$ cat src/common/hspp_pkg.sv
// constants and carrier types of the hub strap and port pin block
package hspp_pkg;

  localparam int unsigned NUM_PORTS      = 4;
  localparam int unsigned CLK_HZ         = 25_000_000;
  // settle time after reset release before strap pins turn to outputs
  localparam int unsigned SETTLE_MS      = 60;
  localparam int unsigned SETTLE_CYCLES  = (CLK_HZ / 1000) * SETTLE_MS;
  localparam int unsigned SETTLE_CNT_W   = 21;

  // port slots whose indicator pins double as four-wire eeprom pins
  localparam int unsigned SPI_CS_PORT    = 0;  // amber pin of port 1
  localparam int unsigned SPI_CLK_PORT   = 0;  // green pin of port 1
  localparam int unsigned SPI_MOSI_PORT  = 1;  // amber pin of port 2
  localparam int unsigned SPI_MISO_PORT  = 1;  // green pin of port 2

  // port slots whose amber pins carry the global straps
  localparam int unsigned POL_STRAP_PORT = 1;  // amber pin of port 2
  localparam int unsigned NUM_HI_PORT    = 2;  // amber pin of port 3
  localparam int unsigned NUM_LO_PORT    = 3;  // amber pin of port 4

  // values after reset
  localparam logic        PIN_O_RST      = 1'b0;
  localparam logic        PIN_OE_N_RST   = 1'b1;  // released, pin is an input
  localparam logic [SETTLE_CNT_W-1:0] SETTLE_CNT_RST = 21'h000000;

  // straps caught once at reset release
  typedef struct packed {
    logic [3:0] nonremovable;    // per port, high means fixed port
    logic       power_pol_high;  // power enable is active high
    logic [1:0] port_numbering;  // {hi strap, lo strap}
    logic       gang_mode;       // high gang, low individual
  } hspp_straps_t;

  localparam hspp_straps_t STRAPS_RST = '0;

  // four-wire eeprom outputs from the configuration reader
  typedef struct packed {
    logic cs;
    logic sk;
    logic mosi;
  } hspp_spi_t;

  // pin sequencing after reset
  typedef enum logic [1:0] {
    ST_SAMPLE = 2'b00,
    ST_SETTLE = 2'b01,
    ST_RUN    = 2'b11
  } hspp_phase_t;

endpackage : hspp_pkg

$ cat src/hspp_top.sv
// strap sampling, indicator, power switch, overcurrent and eeprom pin logic of the hub
`timescale 1ns/100ps
module hspp_top #(
  parameter int unsigned SETTLE_CYC = hspp_pkg::SETTLE_CYCLES
) (
  input  wire logic                 ref_clk,
  input  wire logic                 nrst,
  // test select and mode
  input  wire logic                 test_select,
  output logic                      test_mode,
  // gang strap pin, then suspend indicator
  input  wire logic                 gang_pin_i,
  output logic                      gang_pin_o,
  output logic                      gang_pin_oe_n,
  input  wire logic                 hub_suspend,
  // amber and green pins, shared with straps and four-wire eeprom
  input  wire logic [3:0]           amber_pin_i,
  output logic      [3:0]           amber_pin_o,
  output logic      [3:0]           amber_pin_oe_n,
  input  wire logic [3:0]           green_pin_i,
  output logic      [3:0]           green_pin_o,
  output logic      [3:0]           green_pin_oe_n,
  input  wire logic [3:0]           led_amber_on,
  input  wire logic [3:0]           led_green_on,
  // four-wire eeprom side of the configuration reader
  input  wire logic                 spi_select,
  input  wire hspp_pkg::hspp_spi_t  spi_out,
  output logic                      spi_miso,
  output logic                      spi_ready,
  // two-wire eeprom pins, open drain
  input  wire logic                 i2c_scl_drive_low,
  input  wire logic                 i2c_sda_drive_low,
  input  wire logic                 i2c_scl_i,
  output logic                      i2c_scl_o,
  output logic                      i2c_scl_oe_n,
  input  wire logic                 i2c_sda_i,
  output logic                      i2c_sda_o,
  output logic                      i2c_sda_oe_n,
  output logic                      i2c_scl_in,
  output logic                      i2c_sda_in,
  // power switches and overcurrent
  input  wire logic [3:0]           port_power_on,
  input  wire logic [3:0]           port_power_float,
  output logic      [3:0]           port_power_enable_n_o,
  output logic      [3:0]           port_power_enable_n_oe_n,
  input  wire logic [3:0]           port_overcurrent_n,
  output logic      [3:0]           port_overcurrent,
  // latched configuration
  output hspp_pkg::hspp_straps_t    straps,
  output logic                      straps_valid,
  output logic                      pins_ready
);

  localparam logic [hspp_pkg::SETTLE_CNT_W-1:0] SETTLE_LAST =
    hspp_pkg::SETTLE_CNT_W'(SETTLE_CYC - 1);

  hspp_pkg::hspp_phase_t                phase_q, phase_d;
  logic [hspp_pkg::SETTLE_CNT_W-1:0]    cnt_q, cnt_d;
  hspp_pkg::hspp_straps_t               straps_q, straps_d;
  logic                                 valid_q;
  logic                                 test_q;
  logic [3:0]                           oc_q;
  logic                                 miso_q;
  logic                                 scl_in_q, sda_in_q;

  // level of a pin asserting 'on' given an active-high select
  function automatic logic active_level(input logic high_active, input logic on);
    active_level = high_active ? on : ~on;
  endfunction : active_level

  // phase sequencing: one sample cycle, settle count, then run
  wire sample_now  = (phase_q == hspp_pkg::ST_SAMPLE);
  wire settle_done = (cnt_q == SETTLE_LAST);
  wire run         = (phase_q == hspp_pkg::ST_RUN);

  always_comb begin
    phase_d = phase_q;
    cnt_d   = cnt_q;
    case (phase_q)
      hspp_pkg::ST_SAMPLE: begin
        phase_d = hspp_pkg::ST_SETTLE;
        cnt_d   = hspp_pkg::SETTLE_CNT_RST;
      end
      hspp_pkg::ST_SETTLE: begin
        if (settle_done) begin
          phase_d = hspp_pkg::ST_RUN;
        end else begin
          cnt_d = cnt_q + 1'b1;
        end
      end
      hspp_pkg::ST_RUN: begin
        phase_d = hspp_pkg::ST_RUN;
      end
      default: begin
        phase_d = hspp_pkg::ST_SAMPLE;
        cnt_d   = hspp_pkg::SETTLE_CNT_RST;
      end
    endcase
  end

  // strap capture from the still-released pins in the first cycle
  always_comb begin
    straps_d = straps_q;
    if (sample_now && !valid_q) begin
      straps_d.nonremovable   = green_pin_i;
      straps_d.power_pol_high = amber_pin_i[hspp_pkg::POL_STRAP_PORT];
      straps_d.port_numbering = {amber_pin_i[hspp_pkg::NUM_HI_PORT],
                                 amber_pin_i[hspp_pkg::NUM_LO_PORT]};
      straps_d.gang_mode      = gang_pin_i;
    end
  end

  // phase, counter and latched straps; straps never reload until reset
  always_ff @(posedge ref_clk or negedge nrst) begin
    if (!nrst) begin
      phase_q  <= hspp_pkg::ST_SAMPLE;
      cnt_q    <= hspp_pkg::SETTLE_CNT_RST;
      straps_q <= hspp_pkg::STRAPS_RST;
      valid_q  <= 1'b0;
    end else begin
      phase_q  <= phase_d;
      cnt_q    <= cnt_d;
      straps_q <= straps_d;
      valid_q  <= valid_q | sample_now;
    end
  end

  // registered plain inputs; overcurrent is inverted, and in gang mode any port's flag is set on all
  always_ff @(posedge ref_clk or negedge nrst) begin
    if (!nrst) begin
      test_q   <= 1'b0;
      oc_q     <= 4'h0;
      miso_q   <= 1'b0;
      scl_in_q <= 1'b1;
      sda_in_q <= 1'b1;
    end else begin
      test_q   <= test_select;
      oc_q     <= straps_q.gang_mode ? {4{|(~port_overcurrent_n)}}
                                     : ~port_overcurrent_n;
      miso_q   <= green_pin_i[hspp_pkg::SPI_MISO_PORT];
      scl_in_q <= i2c_scl_i;
      sda_in_q <= i2c_sda_i;
    end
  end

  // four-wire eeprom owns its pins only once they are outputs
  wire spi_on = run && spi_select;

  // indicator pins: strap inputs until run, then led or eeprom drive
  wire [3:0] amber_val, amber_drv, green_val, green_drv;

  genvar p;
  generate
    for (p = 0; p < hspp_pkg::NUM_PORTS; p++) begin : g_port
      localparam bit CS_HERE   = (p == hspp_pkg::SPI_CS_PORT);
      localparam bit MOSI_HERE = (p == hspp_pkg::SPI_MOSI_PORT);
      localparam bit SK_HERE   = (p == hspp_pkg::SPI_CLK_PORT);
      localparam bit MISO_HERE = (p == hspp_pkg::SPI_MISO_PORT);

      // amber: chip select or data-out override the led when selected
      assign amber_drv[p] = run;
      assign amber_val[p] = (spi_on && CS_HERE)   ? spi_out.cs :
                            (spi_on && MOSI_HERE) ? spi_out.mosi :
                            led_amber_on[p];
      // green: clock overrides, data-in pin is released to listen
      assign green_drv[p] = run && !(spi_on && MISO_HERE);
      assign green_val[p] = (spi_on && SK_HERE) ? spi_out.sk :
                            led_green_on[p];

      hspp_out_pad u_amber (
        .ref_clk  (ref_clk),
        .nrst     (nrst),
        .drive    (amber_drv[p]),
        .value    (amber_val[p]),
        .pin_o    (amber_pin_o[p]),
        .pin_oe_n (amber_pin_oe_n[p])
      );

      hspp_out_pad u_green (
        .ref_clk  (ref_clk),
        .nrst     (nrst),
        .drive    (green_drv[p]),
        .value    (green_val[p]),
        .pin_o    (green_pin_o[p]),
        .pin_oe_n (green_pin_oe_n[p])
      );

      // power switch: gang mode follows port 1's request and float
      wire power_req   = straps_q.gang_mode ? port_power_on[0] : port_power_on[p];
      wire power_float = straps_q.gang_mode ? port_power_float[0] : port_power_float[p];
      wire power_drv   = valid_q && !power_float;
      wire power_val   = active_level(straps_q.power_pol_high, power_req);

      hspp_out_pad u_power (
        .ref_clk  (ref_clk),
        .nrst     (nrst),
        .drive    (power_drv),
        .value    (power_val),
        .pin_o    (port_power_enable_n_o[p]),
        .pin_oe_n (port_power_enable_n_oe_n[p])
      );
    end
  endgenerate

  // gang pin: gang mode shows suspend high, individual shows it low
  wire gang_val = active_level(straps_q.gang_mode, hub_suspend);

  hspp_out_pad u_gang (
    .ref_clk  (ref_clk),
    .nrst     (nrst),
    .drive    (run),
    .value    (gang_val),
    .pin_o    (gang_pin_o),
    .pin_oe_n (gang_pin_oe_n)
  );

  // two-wire pins are open drain: only ever pulled low, never driven high
  hspp_out_pad u_scl (
    .ref_clk  (ref_clk),
    .nrst     (nrst),
    .drive    (i2c_scl_drive_low),
    .value    (1'b0),
    .pin_o    (i2c_scl_o),
    .pin_oe_n (i2c_scl_oe_n)
  );

  hspp_out_pad u_sda (
    .ref_clk  (ref_clk),
    .nrst     (nrst),
    .drive    (i2c_sda_drive_low),
    .value    (1'b0),
    .pin_o    (i2c_sda_o),
    .pin_oe_n (i2c_sda_oe_n)
  );

  // outputs
  assign test_mode        = test_q;
  assign port_overcurrent = oc_q;
  assign spi_miso         = miso_q;
  assign spi_ready        = run;
  assign i2c_scl_in       = scl_in_q;
  assign i2c_sda_in       = sda_in_q;
  assign straps           = straps_q;
  assign straps_valid     = valid_q;
  assign pins_ready       = run;

endmodule : hspp_top

$ cat src/hspp_out_pad.sv
// registered output stage of one pad, enable low while driving
`timescale 1ns/100ps
module hspp_out_pad (
  input  wire logic ref_clk,
  input  wire logic nrst,
  input  wire logic drive,
  input  wire logic value,
  output logic      pin_o,
  output logic      pin_oe_n
);

  // pad stays released through reset so straps can be read
  always_ff @(posedge ref_clk or negedge nrst) begin
    if (!nrst) begin
      pin_o    <= hspp_pkg::PIN_O_RST;
      pin_oe_n <= hspp_pkg::PIN_OE_N_RST;
    end else begin
      pin_o    <= drive ? value : hspp_pkg::PIN_O_RST;
      pin_oe_n <= ~drive;
    end
  end

endmodule : hspp_out_pad

$ cat config.mk
export PLATFORM = sky130hd
export DESIGN_NAME = hspp_top
export DESIGN_NICKNAME = d
export VERILOG_FILES = /design/src/common/hspp_pkg.sv /design/src/hspp_top.sv /design/src/hspp_out_pad.sv
export SDC_FILE = /design/constraint.sdc
export NUM_CORES = 1
export LEC_CHECK = 0
export BUFFER_PORTS_ARGS = -buffer_cell sky130_fd_sc_hd__buf_2
export CAP_MARGIN = 15
export CELL_PAD_IN_SITES_DETAIL_PLACEMENT = 1
export CELL_PAD_IN_SITES_GLOBAL_PLACEMENT = 1
export CORE_MARGIN = 3
export CORE_UTILIZATION = 25
export DETAILED_ROUTE_END_ITERATION = 12
export PLACE_DENSITY = 0.6
export SLEW_MARGIN = 0
export SYNTH_ARGS = -nofsm -noshare
export SYNTH_HDL_FRONTEND = slang
export SYNTH_SLANG_ARGS = --single-unit
$ cat constraint.sdc
create_clock -name ref_clk -period 1.95 [get_ports ref_clk]
set_input_delay 0.0975 -clock ref_clk [delete_from_list [all_inputs] [get_ports ref_clk]]
set_output_delay 0.0975 -clock ref_clk [all_outputs]
set_load 0.005 [all_outputs]
==> impl_metrics.ini, run 1 <==
[status]
status = finished, final reports clean

[timing]
setup_viol = 0
rsz0062_at_grt = true
tightest_slew_ns = 0.498
layout_setup_ws_ns = 0.0419
finClkSkew_ns = 0.00799
fin_crit_sh = 0.979
slew_headroom = 0.659
fin_tns_setup_ns = 0
period_minus_slack_ns = 1.91
drv_slew = 0
max_freq_mhz = 524
finalHoldViolations = 0

[synthesis]
async_reset_ff_frac = 1.00
synth.top_cells.by_count = dfrtp_1 (51), buf_4 (27), nand2_1 (26)
ys_ff_latch = 61
synthMostInstantiatedCell = dfrtp_1
syn_avg_cell_area_um2 = 10.8
syn_inst = 268
yosys.area.top_type = dfrtp_1
synth_area_leaders = dfrtp_1 (44%), dfstp_2 (9.1%), buf_4 (7.0%), mux2i_1 (5.2%), nand2_1 (3.4%)
synth_edf_count = 0
yosys.area.top_type_share = 0.442
syn-cell-area_um2 = 2890
synth.distinct_cells = 45
synth-warning-count = 0
synth-main-ff-cell = dfrtp_1
ys_seq_area_frac = 0.533

[cells_and_area]
final_cell_area_um2 = 3880
synthToLayoutAreaGrowth_pct = 34.3
final_util = 0.350
nNetsFinal = 405
diodes = 0
seq_area_um2 = 1540
fillers = 1275
multi_input_area_um2 = 1090
drive_gt1_frac = 0.410

[placed_design]
dp_hpwl_mm = 4.90
place_area_um2 = 3400
dp_slack_ns = -0.0205
place_congestion = 0.717
portBuffers = 86

[route]
drt_drc_violations_left = 0
drt_first_iter_violations = 87
avgViaCountPerCell = 4.47
ant_nets = 0
wire_per_inst_um = 13.9
routed_wl_mm = 7.07
vias = 2273
drt_first_pass_iters = 4

[floorplanning]
core_region_area_um2 = 11100
die_h_um = 113
start_util = 0.261
chipWidth_um = 113
die-area_um2 = 12900
fp-row-count = 38
pin_count = 90

[hold_path]
hold_path.startpoint = port_power_float[2]
hold_class = in -> reg
min_path_cells = 3
whs_endpoint = g_port[2].u_power.pin_oe_n$_DFF_PN1_

[run]
maxCapViolations = 0

[clock_network]
cts.sinks = 61
cts_root_buf = clkbuf_16
cts_tree = built
clk_pin_slew_worst_paths_ns = 0.05
cts_buffers = 9
clock_latency_ns = 0.33
clk_path_buf_depth = 2
htree_levels = 3
post_cts_buffers = 0

[global_routing]
first_global_vias = 2411
antenna_found_initial = 0
grt_max_degree = 62
grt_overflow = 0
grtUsageTotal = 0.116
grt_pass1_wl_mm = 11.9

[setup_path]
ff2ff_setup_slack_ns = 0.04
r2r_end = cnt_q[18]$_DFFE_PN0P_
worstPathCellList = nand4_1 > or4_4 > or4_1 > a21oi_1
critical_path_class = reg -> reg
end_kind = flop
cp.required_ns = 2.20
reg2reg_from = cnt_q[9]$_DFFE_PN0P_
slowest_stage = or4_4
critPathArrivalTime_ns = 2.16
rr_worst_depth = 4
crit_family = simple AND/OR/NAND/NOR gates
cp.buffers_inverters = 0
crit_fanout = 7
cp-start-kind = flop
cp_slowest_stage_delay_ns = 0.58

[power]
peakVddDrop_mv = 0.348
p_leak_nw = 1.85
finalPower_mw = 2.97
powerDensity_nw_per_um2 = 767
-- through the flow --
stage | instances | hold slack (ns)
2_1_floorplan | 269 | -0.198
3_3_place_gp | 476 | 0.141
3_5_place_dp | 476 | 0.146
4_1_cts | 508 | 0.0000106
5_1_grt | 508 | 0.0107
6_report | 508 | 0.00492
-- state kept, by name, summed over array words and instances, names as in the netlist --
name / cells
g_port.u_green.pin_oe_n: 2
i2c_sda_in: 1
phase_q: 2
g_port.u_power.pin_oe_n: 4
straps_valid: 1
u_gang.pin_o: 1
cnt_q: 21
spi_miso: 1
g_port.u_green.pin_o: 4
u_sda.pin_oe_n: 1
i2c_scl_in: 1
port_overcurrent: 4
g_port.u_power.pin_o: 4
g_port.u_amber.pin_o: 4
test_mode: 1
straps: 8
u_scl.pin_oe_n: 1
-- layout by cell type, fill, tap and decap left out, drive strengths merged, types with 6 or more instances in the layout --
| cell | netlist | layout |
|---|---|---|
| buf | 29 | 104 |
| dfrtp | 51 | 51 |
| nand2 | 26 | 26 |
| dlygate4sd3 | 0 | 16 |
| mux2i | 15 | 15 |
| nor2 | 15 | 15 |
| inv | 13 | 13 |
| nand3 | 13 | 13 |
| clkbuf | 8 | 11 |
| dfstp | 10 | 10 |
| nand2b | 9 | 9 |
| mux2 | 8 | 8 |
| o21ai | 6 | 6 |
| and3 | 6 | 6 |
-- worst register-to-register path, delay by kind of cell (launching register included) --
| kind | cells | cell delay (ns) |
|---|---|---|
| simple gates | 3 | 1.27 |
| flops | 1 | 0.42 |
| compound gates | 1 | 0.15 |
-- layer usage --
layer / wire (um) / global-route usage / vias to the layer above
met5: 0 / 0 / -
met4: 76 / 0.0288 / 0
met3: 330 / 0.0377 / 5
met2: 3610 / 0.200 / 57
met1: 3060 / 0.141 / 1123
li1: - / - / 1088
-- logic make-up after synthesis --
logic type      Yosys count  synth area share
buf+inv                  50             0.101
compound gates           25            0.0603
mux                      23            0.0832
fa+ha+maj                 1           0.00433
flops                    61             0.533
xor+xnor                  8            0.0243
simple gates             99             0.192
other cells               1           0.00130
-- final cells by class --
cell class | instances | share of cell area
multi-input combinational | 158 | 0.282
tap | 140 | 0.0452
clock buffer | 11 | 0.0626
inverter | 13 | 0.0126
clock inverter | 5 | 0.00936
timing repair buffer | 120 | 0.190
sequential | 61 | 0.398
-- power by group --
group	internal [mW]	leakage [nW]	switching, mW
Combinational	0.0999	0.968	0.0851
Clock	0.893	0.128	0.571
Sequential	1.31	0.751	0.0165
-- timing repair --
action                                  4_1_cts  5_1_grt
hold buffers                                 16        0
pin swaps                                     1        2
endpoints found under the setup margin        2        6
endpoints found under the hold margin        66        0
gates resized for setup                       1        7
-- worst max-delay path by stage --
stage | cells past startpoint | slack, ns | endpoint | from
finish | 4 | 0.04 | cnt_q[18]$_DFFE_PN0P_ | cnt_q[9]$_DFFE_PN0P_
global route | 4 | -0.03 | cnt_q[18]$_DFFE_PN0P_ | cnt_q[11]$_DFFE_PN0P_
CTS | 4 | 0.001 | cnt_q[18]$_DFFE_PN0P_ | cnt_q[8]$_DFFE_PN0P_
detailed placement | 5 | -0.02 | cnt_q[14]$_DFFE_PN0P_ | cnt_q[1]$_DFFE_PN0P_
global placement | 5 | -0.002 | cnt_q[18]$_DFFE_PN0P_ | cnt_q[0]$_DFFE_PN0P_
floorplan | 5 | 0.006 | cnt_q[18]$_DFFE_PN0P_ | cnt_q[0]$_DFFE_PN0P_
Note: power is estimated with default switching activity, not from simulation.
==> run 2, diff against run 1 <==
--- a/config.mk
+++ b/config.mk
@@ -10,9 +10,9 @@
 export CELL_PAD_IN_SITES_DETAIL_PLACEMENT = 1
 export CELL_PAD_IN_SITES_GLOBAL_PLACEMENT = 1
 export CORE_MARGIN = 3
-export CORE_UTILIZATION = 25
+export CORE_UTILIZATION = 35
 export DETAILED_ROUTE_END_ITERATION = 12
-export PLACE_DENSITY = 0.6
+export PLACE_DENSITY = 0.79
 export SLEW_MARGIN = 0
 export SYNTH_ARGS = -nofsm -noshare
 export SYNTH_HDL_FRONTEND = slang
==> impl_metrics.ini, run 2 (synthesized netlist as in run 1, its figures left out) <==
[cells_and_area]
largest_reg_flops = 21
synthToLayoutAreaGrowth_pct = 33.6
fillers = 893
drive_gt1_frac = 0.404
regMostFlops = cnt_q
final_util = 0.492
final_cell_mix = buf_2 (86), dfrtp_1 (51), nand2_1 (26), dlygate4sd3_1 (26), buf_4 (20)
diodes = 0
final_common_cell = buf_2
nNetsFinal = 418

[clock_network]
htree_levels = 3
cts.sinks = 61
clock_latency_ns = 0.35
cts_tree = built
clk_pin_slew_worst_paths_ns = 0.07
cts_root_buf = clkbuf_8
cts_buffers = 9
clk_path_buf_depth = 2

[floorplanning]
start_util = 0.368
core_region_area_um2 = 7850
die-area_um2 = 9370
fp-row-count = 32
pin_count = 90
chipWidth_um = 96.8
die_h_um = 96.8

[setup_path]
critical_path_class = reg -> reg
ff2ff_setup_slack_ns = 0.05
slowest_stage = or4_4
r2r_end = cnt_q[18]$_DFFE_PN0P_
rr_worst_depth = 5
critPathArrivalTime_ns = 2.18
end_kind = flop
critPathMostFrequentCell = or4_4
cp_slowest_stage_delay_ns = 0.60
crit_fanout = 4
cp.required_ns = 2.23
cp.buffers_inverters = 0
worstPathCellList = ha_4 > nand4_4 > or4_4 > or4_4 > a21oi_2
reg2reg_from = cnt_q[0]$_DFFE_PN0P_
cp-start-kind = flop
crit_family = simple AND/OR/NAND/NOR gates

[hold_path]
hold_path.startpoint = led_amber_on[0]
whs_endpoint = g_port[0].u_amber.pin_o$_DFF_PN0_
min_path_cells = 3
hold_class = in -> reg

[timing]
slew_headroom = 0.612
finClkSkew_ns = 0.00593
max_freq_mhz = 527
fin_crit_sh = 0.974
drv_slew = 0
rsz0062_at_grt = true
layout_setup_ws_ns = 0.0511
finalHoldViolations = 0
tightest_slew_ns = 0.580
setup_viol = 0
period_minus_slack_ns = 1.90

[global_routing]
antenna_found_initial = 0
grt_pass1_wl_mm = 13.5
first_global_vias = 2618
grt_max_degree = 24
grt_overflow = 0
grtUsageTotal = 0.180

[status]
status = finished, final reports clean

[power]
p_leak_nw = 1.87
peakVddDrop_mv = 0.315
powerDensity_nw_per_um2 = 663

[route]
vias = 2389
wire_per_inst_um = 16.7
ant_nets = 0
drt_first_iter_violations = 52
avgViaCountPerCell = 4.95
drt_first_pass_iters = 4
routed_wl_mm = 8.04
drt_drc_violations_left = 0

[placed_design]
place_congestion = 0.787
dp_hpwl_mm = 5.36
portBuffers = 86
dp_slack_ns = -0.0327

[run]
maxCapViolations = 0
[run 2: changes by cell type in the layout (fill, tap and decap cells not counted), sizes merged]
cell	before	now
dlygate4sd3	16	26
buf	104	107
clkbuf	11	12
clkinv	2	1
clkinvlp	3	2
inv	13	14
[run 2: worst max-delay path by stage]
stage / slack, ns / to / depth (start not counted) / startpoint
2_1_floorplan: 0.006 / cnt_q[18]$_DFFE_PN0P_ / 5 / cnt_q[0]$_DFFE_PN0P_
3_3_place_gp: 0.02 / cnt_q[18]$_DFFE_PN0P_ / 5 / cnt_q[0]$_DFFE_PN0P_
3_5_place_dp: -0.03 / cnt_q[15]$_DFFE_PN0P_ / 4 / cnt_q[4]$_DFFE_PN0P_
4_1_cts: 0.01 / cnt_q[18]$_DFFE_PN0P_ / 5 / cnt_q[1]$_DFFE_PN0P_
5_1_grt: -0.009 / cnt_q[16]$_DFFE_PN0P_ / 5 / cnt_q[0]$_DFFE_PN0P_
6_report: 0.05 / cnt_q[18]$_DFFE_PN0P_ / 5 / cnt_q[0]$_DFFE_PN0P_
[run 2: per-layer routing]
metal	track usage	wire length, um
met3	0.0570	381
met1	0.192	3100
met5	0	0
met2	0.328	4350
met4	0.0724	217
[run 2: report_power, final]
part	total (mW)	switching [mW]	internal, mW
clock network	1.02	0.517	0.503
logic	0.214	0.102	0.112
registers	1.32	0.0183	1.31
[run 2: what timing repair did]
action                                 in CTS  in global routing
pin swaps                                   1                  5
endpoints found under the hold margin      39                  0
cloned                                      0                  0
setup endpoints to repair                   3                  8
setup buffers                               0                  1
hold buffers                               26                  0
resized for setup                           4                  7
[run 2: final cells by class]
class / count / area, um2 / area share
multi-input combinational: 158 / 1110 / 0.288
clock buffer: 12 / 145 / 0.0376
clock inverter: 4 / 32.5 / 0.00843
sequential: 61 / 1540 / 0.399
tap: 102 / 128 / 0.0331
inverter: 13 / 48.8 / 0.0127
timing repair buffer: 133 / 852 / 0.221
[run 2: worst reg2reg max path, delay by kind of cell (launching register included)]
family | cells | cell delay (ns)
simple gates | 3 | 1.13
fa+ha+maj | 1 | 0.17
flops | 1 | 0.40
compound gates | 1 | 0.13
[run 2: stage by stage]
stage / hold slack, ns / std cells / total power, mW / instance area [um2] / TNS [ns]
global placement: 0.0850 / 440 / 1.50 / 3360 / 0
global route: 0.0165 / 483 / 2.69 / 3860 / -0.0131
floorplan: -0.198 / 269 / 1.41 / 2890 / 0
finish: 0.0212 / 483 / 2.56 / 3860 / 0
detailed placement: 0.0979 / 440 / 1.52 / 3360 / -0.0488
CTS: 0.00507 / 482 / 2.60 / 3820 / 0
==> run 3, diff against run 2 <==
==> constraint.sdc (replaced) <==
create_clock -name ref_clk -period 1.95 [get_ports ref_clk]
set_input_delay 0.195 -clock ref_clk [delete_from_list [all_inputs] [get_ports ref_clk]]
set_output_delay 0.195 -clock ref_clk [all_outputs]
set_load 0.01 [all_outputs]
==> impl_metrics.ini, run 3 (synthesized netlist as in run 1, its figures left out) <==
[status]
status = finished, final reports clean

[hold_path]
min_path_cells = 2
hold_class = in -> reg

[timing]
rsz0062_at_grt = true
finClkSkew_ns = 0.00980
layout_setup_ws_ns = 0.0637
slew_headroom = 0.642
tightest_slew_ns = 0.537
finalHoldViolations = 0
fin_tns_setup_ns = 0
period_minus_slack_ns = 1.89
setup_viol = 0
drv_slew = 0
max_freq_mhz = 530
fin_crit_sh = 0.967

[placed_design]
dp_hpwl_mm = 5.29
portBuffers = 86
dp_slack_ns = -0.0364
place_congestion = 0.760

[setup_path]
cp.required_ns = 2.21
cp_slowest_stage_delay_ns = 0.58
critical_path_class = reg -> reg
cp.depth = 5
crit_family = simple AND/OR/NAND/NOR gates
critPathArrivalTime_ns = 2.15
end_kind = flop
worstPathCellList = ha_4 > nand4_4 > or4_4 > or4_4 > a21oi_2
cp.buffers_inverters = 0
cp-start-kind = flop
slowest_stage = or4_4
critPathMostFrequentCell = or4_4
rr_worst_depth = 5
crit_fanout = 4

[clock_network]
cts_root_buf = clkbuf_8
cts_tree = built
htree_levels = 3
clock_latency_ns = 0.33
cts.sinks = 61
clk_pin_slew_worst_paths_ns = 0.07
clk_path_buf_depth = 2
cts_buffers = 9

[floorplanning]
core_region_area_um2 = 7850
die_h_um = 96.8
start_util = 0.368
pin_count = 90
fp-row-count = 32
chipWidth_um = 96.8
die-area_um2 = 9370

[power]
peakVddDrop_mv = 0.436
p_leak_nw = 1.79
powerDensity_nw_per_um2 = 757
finalPower_mw = 2.79

[cells_and_area]
synthToLayoutAreaGrowth_pct = 27.6
fillers = 927
diodes = 0
largest_reg_flops = 21
final_common_cell = buf_2
final_cell_mix = buf_2 (86), dfrtp_1 (51), nand2_1 (26)
drive_gt1_frac = 0.421
nNetsFinal = 393
regMostFlops = cnt_q

[global_routing]
grtUsageTotal = 0.167
antenna_found_initial = 0
grt_pass1_wl_mm = 12.7
first_global_vias = 2471
grt_overflow = 0
grt_max_degree = 40

[route]
drt_first_iter_violations = 72
wire_per_inst_um = 16.1
drt_first_pass_iters = 4
avgViaCountPerCell = 4.91
routed_wl_mm = 7.37
ant_nets = 0
drt_drc_violations_left = 0
vias = 2251

[run]
maxCapViolations = 0
## run 3: cell count changes in the layout (fill, tap and decap cells not counted), sizes merged
cell,delta
buf,-6
dlygate4sd3,-19
clkbuf,-2
inv,-1
clkinvlp,-1
bufinv,+2
clkinv,+2
## run 3: worst paths after layout
| check | start | endpoint | slack (ns) |
|---|---|---|---|
| setup / recovery | cnt_q[0]$_DFFE_PN0P_ | cnt_q[18]$_DFFE_PN0P_ | 0.06 |
| hold / removal | port_overcurrent_n[1] | port_overcurrent[1]$_DFF_PN0_ | 0.05 |
| setup reg to reg | cnt_q[0]$_DFFE_PN0P_ | cnt_q[18]$_DFFE_PN0P_ | 0.06 |
| hold reg to reg | straps_valid$_DFF_PN0_ | g_port[0].u_power.pin_oe_n$_DFF_PN1_ | 0.50 |
| max in group asynchronous | nrst | g_port[1].u_power.pin_oe_n$_DFF_PN1_ | 0.91 |
| min in group asynchronous | nrst | g_port[1].u_green.pin_o$_DFF_PN0_ | 0.38 |
## run 3: where the power goes
| part | switching, mW | leakage [nW] | internal, mW |
|---|---|---|---|
| sequential | 0.0168 | 0.756 | 1.31 |
| combinational | 0.0991 | 0.927 | 0.0888 |
| clock | 0.524 | 0.112 | 0.752 |
## run 3: final cells by class
class	instances	area [um2]	share of cell area
clock buffers	10	138	0.0374
inverters	13	48.8	0.0132
repair buffers	108	629	0.171
clock inverters	6	86.3	0.0234
well taps	102	128	0.0346
multi-input cells	158	1110	0.303
flip-flops and latches	61	1540	0.418
## run 3: what timing repair did
item	in CTS	in global routing
setup buffers	1	1
gates cloned	0	0
endpoints found under the setup margin	4	7
gates resized for setup	6	6
hold buffers	7	0
hold endpoints to repair	24	0
pin swaps	6	3
## run 3: routing by layer
| layer | GRT usage | share of wire |
|---|---|---|
| met2 | 0.303 | 0.54 |
| met5 | 0 | 0 |
| met1 | 0.190 | 0.40 |
| met4 | 0.0648 | 0.015 |
| met3 | 0.0360 | 0.044 |
## run 3: stage by stage
stage | hold slack, ns | cells | utilization | instance area, um2
finish | 0.0547 | 458 | 0.469 | 3680
global placement | 0.203 | 433 | 0.423 | 3320
floorplan | -0.101 | 269 | - | 2890
CTS | 0.0410 | 457 | 0.466 | 3660
global route | 0.0558 | 458 | 0.469 | 3680
detailed placement | 0.207 | 433 | 0.423 | 3320
